===== src/inc/vpas_pkg.sv =====
// Constants, types and helpers shared by the voltage PWM amplitude scaler.
package vpas_pkg;
    // =========================================================
    // Widths
    localparam int AMP_W = 8;
    localparam int INT_W = 20;
    localparam int NUM_W = 16;
    localparam int ST_W = 4;
    localparam int ADDR_W = 4;
    localparam int COILS = 2;
    // =========================================================
    // Register indices on the plain register port
    localparam logic [3:0] ADDR_CTRL = 4'h0;
    localparam logic [3:0] ADDR_THRESH = 4'h1;
    localparam logic [3:0] ADDR_FF = 4'h2;
    localparam logic [3:0] ADDR_INTERVAL = 4'h3;
    localparam logic [3:0] ADDR_AMP = 4'h4;
    localparam logic [3:0] ADDR_STATUS = 4'h5;
    localparam logic [3:0] ADDR_MASK = 4'h6;
    // =========================================================
    // Field positions
    localparam int CTRL_EN = 0;
    localparam int CTRL_AUTO = 1;
    localparam int ST_OPEN_A = 0;
    localparam int ST_OPEN_B = 1;
    localparam int ST_SAT = 2;
    localparam int ST_MODE = 3;
    localparam int SY_LOW = 2;
    // =========================================================
    // Values
    localparam logic [19:0] INTERVAL_MAX = 20'hF_FFFF;
    localparam logic [19:0] INTERVAL_ONE = 20'h0_0001;
    localparam logic [7:0] AMP_MAX = 8'hFF;
    localparam logic [7:0] AMP_ZERO = 8'h00;
    localparam logic [8:0] SINE_PEAK = 9'h0F8;
    localparam int GRAD_SHIFT = 8;
    localparam logic [2:0] OPEN_FULLSTEPS = 3'h4;
    localparam logic [4:0] DIV_STEPS = 5'h10;
    localparam logic [3:0] ST_RESET = 4'h0;
    localparam logic [3:0] MASK_RESET = 4'h0;

    typedef enum logic [2:0] {
        MODE_OFF = 3'b001,
        MODE_VOLT = 3'b010,
        MODE_CURR = 3'b100
    } vpas_mode_e;

    // Clamps a wide sum to the 8-bit amplitude range.
    function automatic logic [7:0] vpas_sat8(input logic [16:0] v);
        vpas_sat8 = (v > {9'h000, AMP_MAX}) ? AMP_MAX : v[7:0];
    endfunction
endpackage


===== src/inc/vpas_if.sv =====
// Interface between the scaler core, its step timer and its divider.
`timescale 1ns/10ps
`default_nettype none
interface vpas_if;
    logic [19:0] interval;
    logic div_start;
    logic [15:0] div_num;
    logic [19:0] div_den;
    logic div_done;
    logic [15:0] div_quot;

    modport meas (output interval);
    modport div (input div_start, input div_num, input div_den,
                 output div_done, output div_quot);
    modport core (input interval, input div_done, input div_quot,
                  output div_start, output div_num, output div_den);
endinterface
`default_nettype wire


===== src/core/vpas_top.sv =====
// Voltage-mode PWM amplitude scaler with register port and open-load flags.
//
// Chosen here: strobed register access and the placing of the registers.
`timescale 1ns/10ps
`default_nettype none
// Notes on behaviour
// [RULE1] Feed-forward amplitude uses only step interval.
// [RULE2] Total equals offset plus gradient times 256/interval.
// [RULE3] Eight-bit amplitude; sine peaks at 248/256.
// [RULE4] Voltage mode only below threshold velocity.
// [RULE5] Zero threshold keeps voltage mode always.
// [RULE6] Hold regulator amplitude while in current mode.
// [RULE7] Host settles at standstill 128 chopper periods.
// [RULE8] Host clears errors, restarts from zero velocity.
// [RULE9] Open-load flag when target missed recent fullsteps.
// [RULE10] Summed amplitude readable, saturates at 255.
// [RULE11] Tuned offset and gradient are readable.
// [RULE12] Threshold is 20-bit interval; below disables.
// [RULE13] Offset and gradient 8-bit, seed tuning.
// [RULE14] Clamp total at 255, never wrap.
module vpas_top
    import vpas_pkg::*;
(
    input wire logic i_clk,              // Core clock, 100 MHz.
    input wire logic i_reset,            // Synchronous reset, active high.
    input wire logic [3:0] i_addr,       // Register index.
    input wire logic [31:0] i_wdata,     // Register write data.
    input wire logic i_wr,               // Write strobe.
    input wire logic i_rd,               // Read strobe.
    input wire logic i_step,             // Microstep pulse, same clock.
    input wire logic i_fullstep,         // Fullstep pulse, same clock.
    input wire logic i_pwm_period,       // Chopper period pulse.
    input wire logic i_coil_a_reached,   // Coil A at target, from pin.
    input wire logic i_coil_b_reached,   // Coil B at target, from pin.
    input wire logic i_current_low,      // Coil current below target, pin.
    output logic [31:0] o_rdata,         // Read data, cycle after strobe.
    output logic o_irq,                  // Level interrupt.
    output logic [7:0] o_amplitude,      // Sine peak amplitude to chopper.
    output logic o_voltage_mode,         // Voltage-mode chopper selected.
    output logic o_open_coil_a_flag,     // Open load on coil A.
    output logic o_open_coil_b_flag      // Open load on coil B.
);
    typedef struct packed {
        logic [2:0] sync1;
        logic [2:0] sync2;
        logic en;
        logic autoscale;
        logic run_auto_q;
        logic [19:0] thresh;
        logic [7:0] amplitude_offset;
        logic [7:0] amplitude_gradient;
        vpas_mode_e mode;
        logic [7:0] reg_amp;
        logic [7:0] tuned_offset;
        logic [7:0] tuned_gradient;
        logic [7:0] amplitude_total;
        logic [7:0] peak;
        logic [1:0][2:0] fs;
        logic [1:0] open;
        logic [3:0] status;
        logic [3:0] mask;
        logic [31:0] rdata;
        logic div_wait;
        logic div_go;
        logic [15:0] div_num;
        logic [19:0] div_den;
    } vpas_top_s;

    vpas_top_s s;
    vpas_top_s next_s;
    vpas_if u_bus();
    logic [3:0] clr;
    logic [3:0] ev;
    logic [16:0] ff_sum;
    logic [16:0] prod;
    logic run_auto;
    vpas_mode_e next_mode;

    // =========================================================
    // Helpers
    vpas_step_meas u_meas (
        .i_clk(i_clk),
        .i_reset(i_reset),
        .i_step(i_step),
        .bus(u_bus)
    );

    vpas_div u_div (
        .i_clk(i_clk),
        .i_reset(i_reset),
        .bus(u_bus)
    );

    assign u_bus.div_start = s.div_go;
    assign u_bus.div_num = s.div_num;
    assign u_bus.div_den = s.div_den;

    // =========================================================
    // Next state
    always_comb begin
        next_s = s;
        clr = '0;
        ev = '0;
        ff_sum = '0;
        prod = '0;
        next_s.sync1 = {i_current_low, i_coil_b_reached, i_coil_a_reached};
        next_s.sync2 = s.sync1;
        next_s.rdata = '0;
        next_s.div_go = 1'b0;
        run_auto = s.en & s.autoscale;

        if (i_wr) begin
            case (i_addr)
                ADDR_CTRL: begin
                    next_s.en = i_wdata[CTRL_EN];
                    next_s.autoscale = i_wdata[CTRL_AUTO];
                end
                ADDR_THRESH: begin
                    next_s.thresh = i_wdata[INT_W-1:0]; // [RULE12]
                end
                ADDR_FF: begin
                    next_s.amplitude_offset = i_wdata[AMP_W-1:0]; // [RULE13]
                    next_s.amplitude_gradient = i_wdata[2*AMP_W-1:AMP_W];
                end
                ADDR_STATUS: begin
                    clr = i_wdata[ST_W-1:0];
                end
                ADDR_MASK: begin
                    next_s.mask = i_wdata[ST_W-1:0];
                end
                default: begin
                end
            endcase
        end

        // Chopper selection by step interval.
        if (!s.en) begin
            next_mode = MODE_OFF;
        end else if (s.thresh == '0) begin
            next_mode = MODE_VOLT; // [RULE5]
        end else if (u_bus.interval < s.thresh) begin
            next_mode = MODE_CURR; // [RULE4]
        end else begin
            next_mode = MODE_VOLT; // [RULE12]
        end
        next_s.mode = next_mode;
        ev[ST_MODE] = (next_mode != s.mode);

        // Regulator. It is frozen outside voltage mode so that it resumes
        // from the last known amplitude after a fast stretch.
        next_s.run_auto_q = run_auto;
        if (run_auto && !s.run_auto_q) begin
            next_s.reg_amp = s.amplitude_offset; // [RULE13]
            next_s.tuned_offset = s.amplitude_offset;
            next_s.tuned_gradient = s.amplitude_gradient;
        end else if (run_auto && s.mode == MODE_VOLT && i_pwm_period) begin
            if (s.sync2[SY_LOW]) begin // [RULE6]
                next_s.reg_amp = vpas_sat8({9'h000, s.reg_amp} + 17'h0_0001);
            end else if (s.reg_amp != AMP_ZERO) begin
                next_s.reg_amp = s.reg_amp - 8'h01;
            end
            if (u_bus.interval == INTERVAL_MAX) begin
                next_s.tuned_offset = s.reg_amp; // [RULE11]
            end
        end

        // Feed-forward term, recomputed continuously.
        if (!s.div_wait) begin
            next_s.div_go = 1'b1;
            next_s.div_wait = 1'b1;
            next_s.div_num = {s.amplitude_gradient, AMP_ZERO}; // [RULE2]
            next_s.div_den = u_bus.interval; // [RULE1]
        end else if (u_bus.div_done) begin
            next_s.div_wait = 1'b0;
        end

        if (s.mode == MODE_OFF) begin
            next_s.amplitude_total = AMP_ZERO;
        end else if (s.mode == MODE_VOLT && run_auto) begin
            next_s.amplitude_total = s.reg_amp;
        end else if (s.mode == MODE_VOLT && u_bus.div_done) begin
            ff_sum = {9'h000, s.amplitude_offset} + {1'b0, u_bus.div_quot};
            next_s.amplitude_total = vpas_sat8(ff_sum); // [RULE14]
        end
        ev[ST_SAT] = (next_s.amplitude_total == AMP_MAX) &&
                     (s.amplitude_total != AMP_MAX); // [RULE10]
        prod = {9'h000, next_s.amplitude_total} * {8'h00, SINE_PEAK};
        next_s.peak = prod[15:8]; // [RULE3]

        // Open-load watch per coil.
        for (int c = 0; c < COILS; c++) begin
            if (s.mode != MODE_VOLT || s.sync2[c]) begin
                next_s.fs[c] = '0;
            end else if (i_fullstep && s.fs[c] != OPEN_FULLSTEPS) begin
                next_s.fs[c] = s.fs[c] + 3'h1;
            end
            next_s.open[c] = (s.mode == MODE_VOLT) &&
                             (next_s.fs[c] == OPEN_FULLSTEPS); // [RULE9]
            ev[ST_OPEN_A + c] = next_s.open[c];
        end

        // A new event beats a clear in the same cycle.
        next_s.status = (s.status & ~clr) | ev;

        if (i_rd) begin
            case (i_addr)
                ADDR_CTRL: begin
                    next_s.rdata = {30'h0000_0000, s.autoscale, s.en};
                end
                ADDR_THRESH: begin
                    next_s.rdata = {12'h000, s.thresh};
                end
                ADDR_FF: begin
                    next_s.rdata = {16'h0000, s.amplitude_gradient,
                                    s.amplitude_offset};
                end
                ADDR_INTERVAL: begin
                    next_s.rdata = {12'h000, u_bus.interval};
                end
                ADDR_AMP: begin
                    next_s.rdata = {s.tuned_gradient, s.tuned_offset,
                                    s.reg_amp, s.amplitude_total}; // [RULE10]
                end
                ADDR_STATUS: begin
                    next_s.rdata = {28'h000_0000, s.status};
                end
                ADDR_MASK: begin
                    next_s.rdata = {28'h000_0000, s.mask};
                end
                default: begin
                    next_s.rdata = '0;
                end
            endcase
        end
    end

    always_ff @(posedge i_clk) begin
        if (i_reset) begin
            s <= '0;
            s.mode <= MODE_OFF;
            s.status <= ST_RESET;
            s.mask <= MASK_RESET;
        end else begin
            s <= next_s;
        end
    end

    // =========================================================
    // Outputs
    assign o_rdata = s.rdata;
    assign o_irq = |(s.status & s.mask);
    assign o_amplitude = s.peak;
    assign o_voltage_mode = (s.mode == MODE_VOLT);
    assign o_open_coil_a_flag = s.open[0];
    assign o_open_coil_b_flag = s.open[1];
endmodule
`default_nettype wire


===== src/core/vpas_step_meas.sv =====
// Step interval timer: clock cycles between two microstep pulses.
`timescale 1ns/10ps
`default_nettype none
module vpas_step_meas
    import vpas_pkg::*;
(
    input wire logic i_clk,   // Core clock.
    input wire logic i_reset, // Synchronous reset, active high.
    input wire logic i_step,  // Microstep pulse, 256-step equivalent.
    vpas_if.meas bus          // Measured interval.
);
    typedef struct packed {
        logic [19:0] cnt;
        logic [19:0] interval;
    } vpas_meas_s;

    vpas_meas_s s;
    vpas_meas_s next_s;
    logic [19:0] inc;

    // =========================================================
    // Counter
    always_comb begin
        next_s = s;
        inc = (s.cnt == INTERVAL_MAX) ? INTERVAL_MAX : s.cnt + INTERVAL_ONE;
        next_s.cnt = inc;
        if (i_step) begin
            next_s.interval = inc; // [RULE1]
            next_s.cnt = '0;
        end else if (inc == INTERVAL_MAX) begin
            // A stopped motor reads as the longest interval.
            next_s.interval = INTERVAL_MAX;
        end
    end

    always_ff @(posedge i_clk) begin
        if (i_reset) begin
            s.cnt <= '0;
            s.interval <= INTERVAL_MAX;
        end else begin
            s <= next_s;
        end
    end

    assign bus.interval = s.interval;
endmodule
`default_nettype wire


===== src/core/vpas_div.sv =====
// Restoring divider for the gradient-over-interval term.
`timescale 1ns/10ps
`default_nettype none
module vpas_div
    import vpas_pkg::*;
(
    input wire logic i_clk,   // Core clock.
    input wire logic i_reset, // Synchronous reset, active high.
    vpas_if.div bus           // Division request and result.
);
    typedef struct packed {
        logic busy;
        logic [4:0] cnt;
        logic [15:0] num;
        logic [19:0] den;
        logic [20:0] rem;
        logic [15:0] quot;
        logic done;
    } vpas_div_s;

    vpas_div_s s;
    vpas_div_s next_s;
    logic [20:0] trial;

    // =========================================================
    // One quotient bit per cycle
    always_comb begin
        next_s = s;
        next_s.done = 1'b0;
        trial = {s.rem[19:0], s.num[NUM_W-1]};
        if (!s.busy) begin
            if (bus.div_start) begin
                next_s.busy = 1'b1;
                next_s.cnt = DIV_STEPS;
                next_s.num = bus.div_num;
                next_s.den = bus.div_den;
                next_s.rem = '0;
                next_s.quot = '0;
            end
        end else begin
            next_s.num = {s.num[NUM_W-2:0], 1'b0};
            // A zero divisor yields all ones, which then clamps.
            if (trial >= {1'b0, s.den}) begin
                next_s.rem = trial - {1'b0, s.den};
                next_s.quot = {s.quot[NUM_W-2:0], 1'b1};
            end else begin
                next_s.rem = trial;
                next_s.quot = {s.quot[NUM_W-2:0], 1'b0};
            end
            next_s.cnt = s.cnt - 5'h01;
            if (s.cnt == 5'h01) begin
                next_s.busy = 1'b0;
                next_s.done = 1'b1;
            end
        end
    end

    always_ff @(posedge i_clk) begin
        if (i_reset) begin
            s <= '0;
        end else begin
            s <= next_s;
        end
    end

    assign bus.div_done = s.done;
    assign bus.div_quot = s.quot;
endmodule
`default_nettype wire


===== config.mk =====
export PLATFORM = sky130hd
export DESIGN_NAME = vpas_top
export DESIGN_NICKNAME = d
export VERILOG_FILES = /design/src/inc/vpas_pkg.sv /design/src/inc/vpas_if.sv /design/src/core/vpas_top.sv /design/src/core/vpas_step_meas.sv /design/src/core/vpas_div.sv
export SDC_FILE = /design/constraint.sdc
export NUM_CORES = 1
export LEC_CHECK = 0
export BUFFER_PORTS_ARGS = -buffer_cell sky130_fd_sc_hd__buf_2
export CORE_MARGIN = 4
export CORE_UTILIZATION = 55
export CTS_CLUSTER_DIAMETER = 80
export DETAILED_ROUTE_END_ITERATION = 16
export PLACE_DENSITY_LB_ADDON = 0.05
export SYNTH_ARGS = -nofsm -noshare
export SYNTH_HDL_FRONTEND = slang
export SYNTH_SLANG_ARGS = --single-unit

===== constraint.sdc =====
create_clock -name i_clk -period 5.8 [get_ports i_clk]
set_clock_uncertainty 0.2 [all_clocks]
set_input_delay 1.16 -clock i_clk [delete_from_list [all_inputs] [get_ports i_clk]]
set_output_delay 1.16 -clock i_clk [all_outputs]
set_load 0.02 [all_outputs]

==> out/qor.log, run 1 <==
qor: clock_network.clock_tree.htree_level_count 1
qor: flow_run.maxCapViolCount 0
qor: routing.routed_wire_length_per_instance 17.98 um
qor: synthesis.postSynthCellCount 1714
qor: final_layout.layout_common_cells dfxtp_1, nand2_1, a21oi_1
qor: synthesis.ys_seq_area_share 38.55%
qor: sta.worst_max_slew_pin_slew 1.050 ns
qor: clock_network.clk_path_buf_depth 3
qor: synthesis.mappedNetlistArea 14380 um^2
qor: clock_network.cts.clk_slew.worst_paths 0.06 ns
qor: synthesis.post_synth_edffs 0
qor: setup_path.timing.reg2reg.setup_slack 0.1 ns
qor: place.port_buffers 77
qor: power_and_ir_drop.p_leak 6.676 nW
qor: setup_path.setup.worst_path.end_class flop
qor: synthesis.synth_fp_nets 1856
qor: synthesis.synth.ff_latch_count 277
qor: routing.via_count 12300
qor: setup_path.cp.required 6.04 ns
qor: clock_network.tritoncts.num_buffers 31
qor: clock_network.clkSinkCount 277
qor: sta.slew_headroom 29.82%
qor: final_layout.insertedDiodeCount 0
qor: global_routing.grt_first_pass_wirelength 61010 um
qor: setup_path.critical_path_arrival 5.94 ns
qor: clock_network.cts_tree built
qor: floorplan.count_of_pins_on_the_block_boundary 90
qor: floorplan.die-area 28800 um^2
qor: final_layout.fillers 2210
qor: floorplan.die_width 169.7 um
qor: worst_hold_path.min_path_cells 2
qor: global_routing.grt_most_used_layer met2
qor: place.hpwl 27910 um
qor: final_layout.fin_nets 1900
qor: worst_hold_path.hp-start s[102]$_SDFFE_PP0P_
qor: setup_path.rr_worst_depth 24
qor: final_layout.final_core_utilization 64.05%
qor: sta.setup_total_negative_slack 0 ns
qor: global_routing.grt_max_degree 73
qor: power_and_ir_drop.cellPowerDensity 357.6 nW/um^2
qor: worst_hold_path.worstHoldPathType reg -> reg
qor: synthesis.post_synth_num_cell_types 82
qor: routing.drc 0
qor: routing.antenna_left 0
qor: setup_path.critical_path_class reg -> reg
qor: worst_hold_path.hold_path_end s[102]$_SDFFE_PP0P_
qor: global_routing.track_usage 25.93%
qor: sta.final_hold_viol_count 0
qor: sta.finalCritPeriodShare 98.32%
qor: sta.max_slew_violation_count 0
qor: final_layout.multi_input_area 8004 um^2
qor: global_routing.global_route.usage.met3 3.168%
qor: sta.setup_viol 0
qor: floorplan.floorplan.initialDensity 56.47%
qor: setup_path.worst_reg2reg_startpoint s[137]$_SDFFE_PP0P_
qor: final_layout.stdcell_count 2109
qor: clock_network.clock_insertion_delay_worst_skew 0.56 ns
qor: floorplan.std_cell_rows 58
qor: routing.firstDrtPassIters 6
qor: routing.dr.first_iter.drc_count 1293
qor: setup_path.start_kind flop
qor: power_and_ir_drop.vdd_ir_drop_max 546.5 uV
qor: floorplan.die_height 169.7 um
qor: routing.route.detailed.vias_per_inst 5.831
qor: final_layout.layout.area.seq 5552 um^2
qor: sta.worst_hold_slack 0.2485 ns
qor: synthesis.yosys_warnings 0
qor: floorplan.core 25470 um^2
qor: global_routing.global_route.overflow_total 0
qor: routing.drt-total-wl 37920 um
qor: setup_path.worst-path-max-fanout 4
qor: final_layout.post_route_cells_drive_above_1_share 14.56%
qor: sta.final.min_clock_period 5.703 ns
qor: setup_path.rr_endpoint o_amplitude[7]$_SDFF_PP0_
qor: clock_network.cts_hold_buffers 0
qor: place.gp_congestion 0.9434
qor: synthesis.synthFlopType dfxtp_1
qor: place.numPlacedInstances 2049
qor: global_routing.grt_util_met2 42.72%
qor: global_routing.antenna_violations_before_repair 0
qor: global_routing.gr-usage-met1 35.61%
qor: synthesis.synthArstFlopShare 0%
qor: final_layout.syn_to_final_growth 13.43%
qor: status.outcome finished, final reports clean
qor: sta.grt_setup_unrepaired yes
qor: global_routing.first_global_vias 11580
qor: synthesis.mean_instance_size_in_the_synthesized_netlist 8.392 um^2
qor: clock_network.cts_root_buf clkbuf_16
qor: final_layout.layout.cells.most_common dfxtp_1
qor: sta.clock.fmax 175.4 MHz
## synth_stat cells (16+ instances only)
cell type / instances / area share (%)
nand3_1: 25 / 0.87
inv_1: 99 / 2.6
mux2i_1: 66 / 4.6
dfxtp_1: 277 / 39
clkbuf_1: 73 / 1.9
nor2b_1: 17 / 0.74
a22oi_1: 33 / 1.7
nor3_1: 38 / 1.3
nor2_1: 146 / 3.8
nand2_1: 220 / 5.7
xnor2_1: 25 / 1.5
a21oi_1: 175 / 6.1
nand4_1: 19 / 0.83
ha_1: 80 / 7.0
a21o_1: 21 / 1.1
buf_4: 40 / 2.1
and2_1: 18 / 0.78
fa_1: 16 / 2.2
o21ai_0: 62 / 2.2
xor2_1: 16 / 0.97
## cell type report
| class | instances | share of cell area (%) |
|---|---|---|
| Multi-Input combinational cell | 1209 | 49.06 |
| Sequential cell | 277 | 34.03 |
| Timing Repair Buffer | 139 | 5.299 |
| Clock buffer | 36 | 4.870 |
| Tap cell | 330 | 2.531 |
| Inverter | 100 | 2.301 |
| Clock inverter | 18 | 1.917 |
## cells by family (layout without fill, tap and decap cells)
group	after synthesis	count (layout)	share of synthesized area (%)
DFF	277	277	38.55
adders and majority gates	96	96	9.186
xor gates and xnor gates	41	41	2.496
buffers and inverters	228	293	7.176
muxes	67	67	4.671
AOI/OAI and AO/OA	430	430	19.28
and+or+nand+nor	575	575	18.64
## registers in the layout (all words and copies together), names as in the netlist, 3 cells and up
name,cells
u_div.bus.div_quot,16
u_bus.div_num,8
o_rdata,32
u_meas.s,20
s,92
next_s,3
o_amplitude,8
u_div.s,54
u_meas.bus.interval,20
u_bus.div_den,20
## power by group
group | switching, W | total [W] | internal (W) | leakage, nW
registers | 0.0000942 | 0.00209 | 0.00199 | 2.25
clock network | 0.000797 | 0.00213 | 0.00134 | 0.530
logic | 0.000910 | 0.00162 | 0.000707 | 3.90
## how the worst max path moves through the flow
stage                   startpoint                        end  slack, ns  cells after the start
3_5_place_dp   s[138]$_SDFFE_PP0P_  o_amplitude[7]$_SDFF_PP0_      -0.17                     22
6_report       s[137]$_SDFFE_PP0P_  o_amplitude[7]$_SDFF_PP0_        0.1                     24
5_1_grt        s[137]$_SDFFE_PP0P_  o_amplitude[7]$_SDFF_PP0_      -0.13                     24
3_3_place_gp   s[138]$_SDFFE_PP0P_  o_amplitude[7]$_SDFF_PP0_      -0.08                     22
2_1_floorplan  s[138]$_SDFFE_PP0P_  o_amplitude[7]$_SDFF_PP0_       0.05                     22
4_1_cts        s[138]$_SDFFE_PP0P_  o_amplitude[7]$_SDFF_PP0_     0.0005                     23
## per-layer routing
metal	vias to the layer above	routed length (um)
li1	6061	-
met2	416	17220
met3	88	2449
met5	-	0
met4	0	1373
met1	5732	16880
## critical path: stages, from the launching register on
cell,delay (ns)
dfxtp_4,0.35
ha_4,0.16
inv_2,0.05
fa_2,0.20
inv_2,0.03
a21o_1,0.18
a41o_1,0.25
o41ai_4,0.32
mux2i_2,0.13
or4_4,0.59
o31ai_4,0.24
inv_2,0.09
buf_6,0.13
fa_1,0.50
fa_1,0.52
inv_2,0.04
fa_1,0.49
inv_2,0.05
ha_4,0.26
nand2_2,0.04
o21a_4,0.20
o211ai_1,0.22
a21oi_1,0.11
xnor2_1,0.17
nor2_1,0.05
## what timing repair did
action | CTS | global route
pin swaps | 5 | 27
gates resized for setup | 4 | 33
gates cloned | 0 | 0
setup buffers | 0 | 6
setup endpoints to repair | 4 | 6
## stage by stage
step / cell area, um^2 / worst slack [ns] / total power [W]
after global placement: 14990 / -0.08317 / 0.003710
final: 16320 / 0.09746 / 0.005835
after global routing: 16320 / -0.1337 / 0.006133
after floorplan: 14400 / 0.04924 / 0.003384
after detailed placement: 14990 / -0.1707 / 0.003734
after CTS: 16130 / 0.0005369 / 0.005858
No activity file was read; power rests on OpenSTA's default activity.
==> run 2: changes to the inputs <==
- PLACE_DENSITY: default -> 0.86
- PLACE_DENSITY_LB_ADDON: 0.05 -> default
- RECOVER_POWER: default -> 50
==> run 2 against run 1 <==
Compared with the run above:
- first-iteration DRC count is 6.4% higher
- register-to-register slack worse by 0.09 ns
- total power is 0.99% lower
- critical endpoint unchanged
- largest cell class unchanged
- largest power group is now sequential cells
==> out/qor.log, run 2 (synthesis results as in run 1) <==
qor: global_routing.track_usage 25.56%
qor: setup_path.worst-path-max-fanout 4
qor: sta.grt_setup_unrepaired yes
qor: sta.worst_max_slew_pin_slew 1.169 ns
qor: floorplan.floorplan.initialDensity 56.47%
qor: setup_path.cp.required 6.02 ns
qor: power_and_ir_drop.p_leak 6.599 nW
qor: floorplan.die_height 169.7 um
qor: place.port_buffers 77
qor: sta.worst_hold_slack 0.2477 ns
qor: routing.drc 0
qor: floorplan.die-area 28800 um^2
qor: setup_path.setup.worst_path.end_class flop
qor: place.gp_congestion 0.9786
qor: power_and_ir_drop.vdd_ir_drop_max 430.9 uV
qor: final_layout.layout_common_cells dfxtp_1, nand2_1, a21oi_1
qor: final_layout.max_ffs_per_register 92
qor: clock_network.clkSinkCount 277
qor: clock_network.cts_root_buf clkbuf_16
qor: clock_network.clock_tree.htree_level_count 1
qor: flow_run.maxCapViolCount 0
qor: sta.final.min_clock_period 5.788 ns
qor: status.outcome finished, final reports clean
qor: routing.dr.first_iter.drc_count 1376
qor: clock_network.tritoncts.num_buffers 28
qor: final_layout.post_route_cells_drive_above_1_share 14.02%
qor: place.place_ws -0.1677 ns
qor: final_layout.regMostFlops s
qor: final_layout.final_core_utilization 63.50%
qor: routing.routed_wire_length_per_instance 18.20 um
qor: routing.drt-total-wl 38080 um
qor: final_layout.insertedDiodeCount 0
qor: floorplan.die_width 169.7 um
qor: power_and_ir_drop.cellPowerDensity 357.2 nW/um^2
qor: clock_network.cts.clk_slew.worst_paths 0.07 ns
qor: routing.route.detailed.vias_per_inst 6.055
qor: global_routing.global_route.overflow_total 0
qor: clock_network.clk_path_buf_depth 3
qor: final_layout.fin_nets 1882
qor: floorplan.std_cell_rows 58
qor: routing.antenna_left 0
qor: global_routing.first_global_vias 12280
qor: setup_path.start_kind flop
qor: final_layout.syn_to_final_growth 12.45%
qor: sta.finalCritPeriodShare 99.80%
qor: routing.via_count 12670
qor: setup_path.critical_path_class reg -> reg
qor: sta.timing.final.ws_setup 0.01174 ns
qor: final_layout.layout.cells.most_common dfxtp_1
qor: clock_network.cts_hold_buffers 0
qor: setup_path.critical_path_arrival 6.01 ns
qor: place.hpwl 26920 um
qor: floorplan.core 25470 um^2
qor: sta.setup_viol 0
qor: routing.firstDrtPassIters 6
qor: clock_network.cts_tree built
qor: sta.slew_headroom 21.80%
qor: global_routing.antenna_violations_before_repair 0
qor: sta.final_hold_viol_count 0
qor: floorplan.count_of_pins_on_the_block_boundary 90
qor: worst_hold_path.worstHoldPathType reg -> reg
qor: global_routing.grt_first_pass_wirelength 61080 um
qor: clock_network.clock_insertion_delay_worst_skew 0.55 ns
qor: global_routing.grt_max_degree 103
qor: sta.max_slew_violation_count 0
qor: sta.clock.fmax 172.8 MHz
[run 2: cell count changes in the layout (fill, tap and decap cells not counted), moves of 5 or more]
cell      delta
clkbuf_1     -5
inv_2        -5
buf_4       -15
inv_1        +5
[run 2: worst paths after layout]
check	from	slack, ns	end	cells after the start
min reg2reg	s[37]$_SDFF_PP0_	0.25	s[37]$_SDFF_PP0_	1
max	u_div.bus.div_quot[0]$_SDFFE_PP0P_	0.01	o_amplitude[7]$_SDFF_PP0_	23
max reg2reg	u_div.bus.div_quot[0]$_SDFFE_PP0P_	0.01	o_amplitude[7]$_SDFF_PP0_	23
min	s[37]$_SDFF_PP0_	0.25	s[37]$_SDFF_PP0_	1
[run 2: critical path, cell delays in order (launching register included)]
cell and delay (ns):
dfxtp_1 0.34, ha_2 0.20, a211o_1 0.35, a2111oi_4 0.39, a2111o_1 0.20, and3_4 0.20
nor3_2 0.05, or4_4 0.58, o31ai_4 0.25, inv_2 0.09, buf_6 0.13, ha_4 0.22
fa_1 0.58, inv_2 0.05, fa_1 0.48, inv_1 0.05, ha_1 0.26, a21o_1 0.20
a21oi_2 0.14, o21a_1 0.16, o211ai_1 0.15, a21oi_1 0.21, xnor2_1 0.13, nor2_1 0.05
[run 2: where the power goes]
group | leakage [nW] | switching, W | internal [W]
Sequential | 2.25 | 0.0000924 | 0.00199
Clock | 0.514 | 0.000792 | 0.00126
Combinational | 3.84 | 0.000934 | 0.000708
Total | 6.60 | 0.00182 | 0.00396
[run 2: timing repair]
action	in CTS	in global routing
endpoints found under the hold margin	0	0
pin swaps	2	22
resized for setup	3	31
endpoints found under the setup margin	3	6
buffers inserted	1	5
[run 2: routing by layer]
layer,routed length [um],track usage [%]
met1,14710,31.78
met2,18830,43.76
met3,3012,4.403
met4,1524,10.89
met5,0,0
[run 2: cell type report]
class,count,area (um^2)
Multi-Input combinational cell,1209,8003
Timing Repair Buffer,124,760.7
Clock buffer,31,753.2
Fill cell,2017,9298
Sequential cell,277,5549
Inverter,100,375.4
Clock inverter,21,320.3
Tap cell,330,412.9
[run 2: through the flow]
stage / area [um^2] / TNS, ns / cells / total power, W
3_3_place_gp: 14890 / -0.08183 / 2034 / 0.003678
4_1_cts: 15990 / 0 / 2087 / 0.005776
3_5_place_dp: 14890 / -0.3584 / 2034 / 0.003727
6_report: 16170 / 0 / 2092 / 0.005777
5_1_grt: 16170 / -0.5986 / 2092 / 0.006049
2_1_floorplan: 14400 / 0 / 1714 / 0.003384
==> run 3: changes to the inputs <==
- CORE_UTILIZATION: 55 -> 30
- PLACE_DENSITY: 0.86 -> 0.57
==> run 3 against run 2 <==
Compared with the run above:
- the flow now finishes with violations (capacitance limit, slew limit)
- sequential power hardly changed
- sequential share of layout area is 0.56 points lower
- sequential cell count stayed put
- first-iteration DRC count is 36% lower
- utilization is 28 points lower
- total power is 2.3% lower
- worst hold slack worse by 0.013 ns
- wire length is 9.8% higher
- critical path type unchanged
- critical endpoint unchanged
- highest routed layer unchanged
==> out/qor.log, run 3 (synthesis results as in run 1) <==
qor: status.outcome complete, but fails checks
qor: status.failed_checks capacitance limit, slew limit
qor: sta.max_slew_violation_count 88
qor: clock_network.cts_hold_buffers 0
qor: global_routing.global_route.overflow_total 0
qor: clock_network.tritoncts.num_buffers 31
qor: sta.slew_headroom -88.21%
qor: routing.route.detailed.vias_per_inst 5.194
qor: sta.timing.final.ws_setup 0.1452 ns
qor: setup_path.worst_reg2reg_startpoint s[138]$_SDFFE_PP0P_
qor: final_layout.max_ffs_per_register 92
qor: setup_path.start_kind flop
qor: power_and_ir_drop.total_switching_power 0.001807 W
qor: global_routing.first_global_vias 12160
qor: place.port_buffers 77
qor: floorplan.core 46950 um^2
qor: sta.setup_total_negative_slack 0 ns
qor: place.numPlacedInstances 2317
qor: floorplan.floorplan.initialDensity 30.64%
qor: setup_path.worstSetupStartpoint s[138]$_SDFFE_PP0P_
qor: clock_network.clkSinkCount 277
qor: floorplan.die_width 227.0 um
qor: power_and_ir_drop.power_report.internal_total 0.003839 W
qor: setup_path.timing.reg2reg.setup_slack 0.15 ns
qor: place.gp_congestion 0.8906
qor: clock_network.clock_tree.htree_level_count 1
qor: final_layout.syn_to_final_growth 14.33%
qor: global_routing.track_usage 15.96%
qor: place.place_ws -0.1950 ns
qor: final_layout.regMostFlops s
qor: flow_run.maxCapViolCount 2
qor: floorplan.count_of_pins_on_the_block_boundary 90
qor: routing.via_count 12350
qor: setup_path.cpPeakStageDelay 0.58 ns
qor: setup_path.path_cells ha_4 > a211o_1 > a2111oi_4 > a21oi_2 > o211ai_1 > a31oi_2 > or4_4 > o31a_1 > o21a_1 > ha_4 > fa_1 > inv_1 > fa_1 > inv_1 > ha_1 > a21o_1 > a21oi_2 > o21a_1 > o211ai_1 > a21oi_1 > xnor2_1 > nor2_1
qor: sta.grt_setup_unrepaired yes
qor: sta.clock.fmax 176.8 MHz
qor: power_and_ir_drop.comb_power_share 28.7%
qor: sta.worst_max_slew_pin_slew 2.823 ns
qor: final_layout.insertedDiodeCount 0
qor: routing.dr.first_iter.drc_count 874
qor: clock_network.cts.clk_slew.worst_paths 0.06 ns
qor: routing.drt-total-wl 41800 um
qor: floorplan.die-area 51510 um^2
qor: routing.antenna_left 0
qor: setup_path.rr_worst_depth 22
qor: global_routing.grt_max_degree 62
qor: routing.drc 0
qor: power_and_ir_drop.vdd_ir_drop_max 459.5 uV
qor: clock_network.clock_insertion_delay_worst_skew 0.58 ns
qor: worst_hold_path.hp-start next_s[168]$_SDFF_PP0_
qor: worst_hold_path.worstHoldPathType reg -> reg
qor: setup_path.rr_endpoint o_amplitude[7]$_SDFF_PP0_
qor: power_and_ir_drop.share_clk_of_total_power 34.3%
qor: clock_network.cts_root_buf clkbuf_16
qor: sta.worst_hold_slack 0.2345 ns
qor: power_and_ir_drop.p_leak 6.398 nW
qor: worst_hold_path.hold_path_end s[168]$_SDFF_PP0_
qor: sta.setup_viol 0
qor: final_layout.post_route_cells_drive_above_1_share 11.53%
qor: floorplan.std_cell_rows 79
qor: routing.firstDrtPassIters 6
qor: setup_path.timing.critical_path.slowest_stage_cell or4_4
qor: final_layout.fin_nets 1891
qor: sta.finalCritPeriodShare 97.50%
qor: worst_hold_path.min_path_cells 1
qor: clock_network.clk_path_buf_depth 3
qor: setup_path.critical_path_arrival 5.89 ns
qor: setup_path.setup.worst_path.end_class flop
qor: power_and_ir_drop.cellPowerDensity 343.4 nW/um^2
qor: final_layout.stdcell_count 2377
qor: setup_path.critical_path_class reg -> reg
qor: power_and_ir_drop.total_power 0.005646 W
qor: power_and_ir_drop.p_seq_share 37.0%
qor: power_and_ir_drop.switching_power_share_of_the_total 32.01%
qor: final_layout.layout_common_cells dfxtp_1, nand2_1, a21oi_1
qor: setup_path.cp.required 6.04 ns
qor: sta.final.min_clock_period 5.655 ns
qor: place.hpwl 30580 um
qor: routing.routed_wire_length_per_instance 17.59 um
qor: clock_network.cts_tree built
qor: sta.final_hold_viol_count 0
qor: global_routing.antenna_violations_before_repair 1
qor: global_routing.grt_first_pass_wirelength 66210 um
qor: setup_path.worst-path-max-fanout 4
qor: final_layout.layout.cells.most_common dfxtp_1
qor: floorplan.die_height 227.0 um
[run 3: cell types whose count changed in the layout (fill, tap and decap cells not counted), sizes merged]
cell	before	now
buf	124	83
clkinvlp	4	1
bufinv	7	2
inv	104	101
clkbuf	31	91
[run 3: timing repair]
| item | 4_1_cts | 5_1_grt |
|---|---|---|
| buffers inserted | 0 | 6 |
| endpoints found under the setup margin | 3 | 6 |
| gates resized for setup | 4 | 36 |
| pin swaps | 3 | 30 |
| gates cloned | 0 | 0 |
[run 3: metal layers]
metal / GRT usage [%] / up-vias / share of wire, % / routed length (um)
met5: 0 / - / 0 / 0
met4: 4.997 / 0 / 3.5 / 1458
met3: 2.347 / 92 / 5.2 / 2191
met2: 27.17 / 335 / 47 / 19720
met1: 21.03 / 5876 / 44 / 18430
li1: - / 6044 / - / -
[run 3: power groups by stage]
stage	sequential [W]	combinational (W)	clock (W)
final	0.00209	0.00162	0.00194
after global routing	0.00210	0.00183	0.00205
after CTS	0.00208	0.00163	0.00198
after detailed placement	0.00212	0.00162	0
after global placement	0.00212	0.00159	0
after floorplan	0.00208	0.00130	0
[run 3: area by class of cell]
class,instances,area [um^2]
Clock buffer,44,884.6
Clock inverter,10,108.9
Fill cell,4861,30510
Inverter,100,375.4
Multi-Input combinational cell,1209,8045
Sequential cell,277,5550
Tap cell,607,759.5
Timing Repair Buffer,130,720.7
[run 3: worst max-delay path by stage]
stage / slack, ns / endpoint / depth (start not counted)
6_report: 0.15 / o_amplitude[7]$_SDFF_PP0_ / 22
5_1_grt: -0.12 / o_amplitude[7]$_SDFF_PP0_ / 22
4_1_cts: 0.0006 / o_amplitude[7]$_SDFF_PP0_ / 22
3_5_place_dp: -0.20 / o_amplitude[7]$_SDFF_PP0_ / 24
3_3_place_gp: -0.13 / o_amplitude[7]$_SDFF_PP0_ / 22
2_1_floorplan: 0.05 / o_amplitude[7]$_SDFF_PP0_ / 22
[run 3: stage by stage]
stage	util (%)	instance area, um^2
floorplan	-	14400
global route	35.02	16440
finish	35.02	16440
detailed placement	32.52	15270
CTS	34.69	16290
global placement	32.52	15270
[run 3: worst max-delay path: cells and delay by family (launching register included)]
kind | cells | cell delay (ns)
AOI/OAI and AO/OA | 12 | 2.34
adders and majority gates | 5 | 1.79
and+or+nand+nor | 2 | 0.63
DFF | 1 | 0.33
xor gates and xnor gates | 1 | 0.14
buffers and inverters | 2 | 0.10
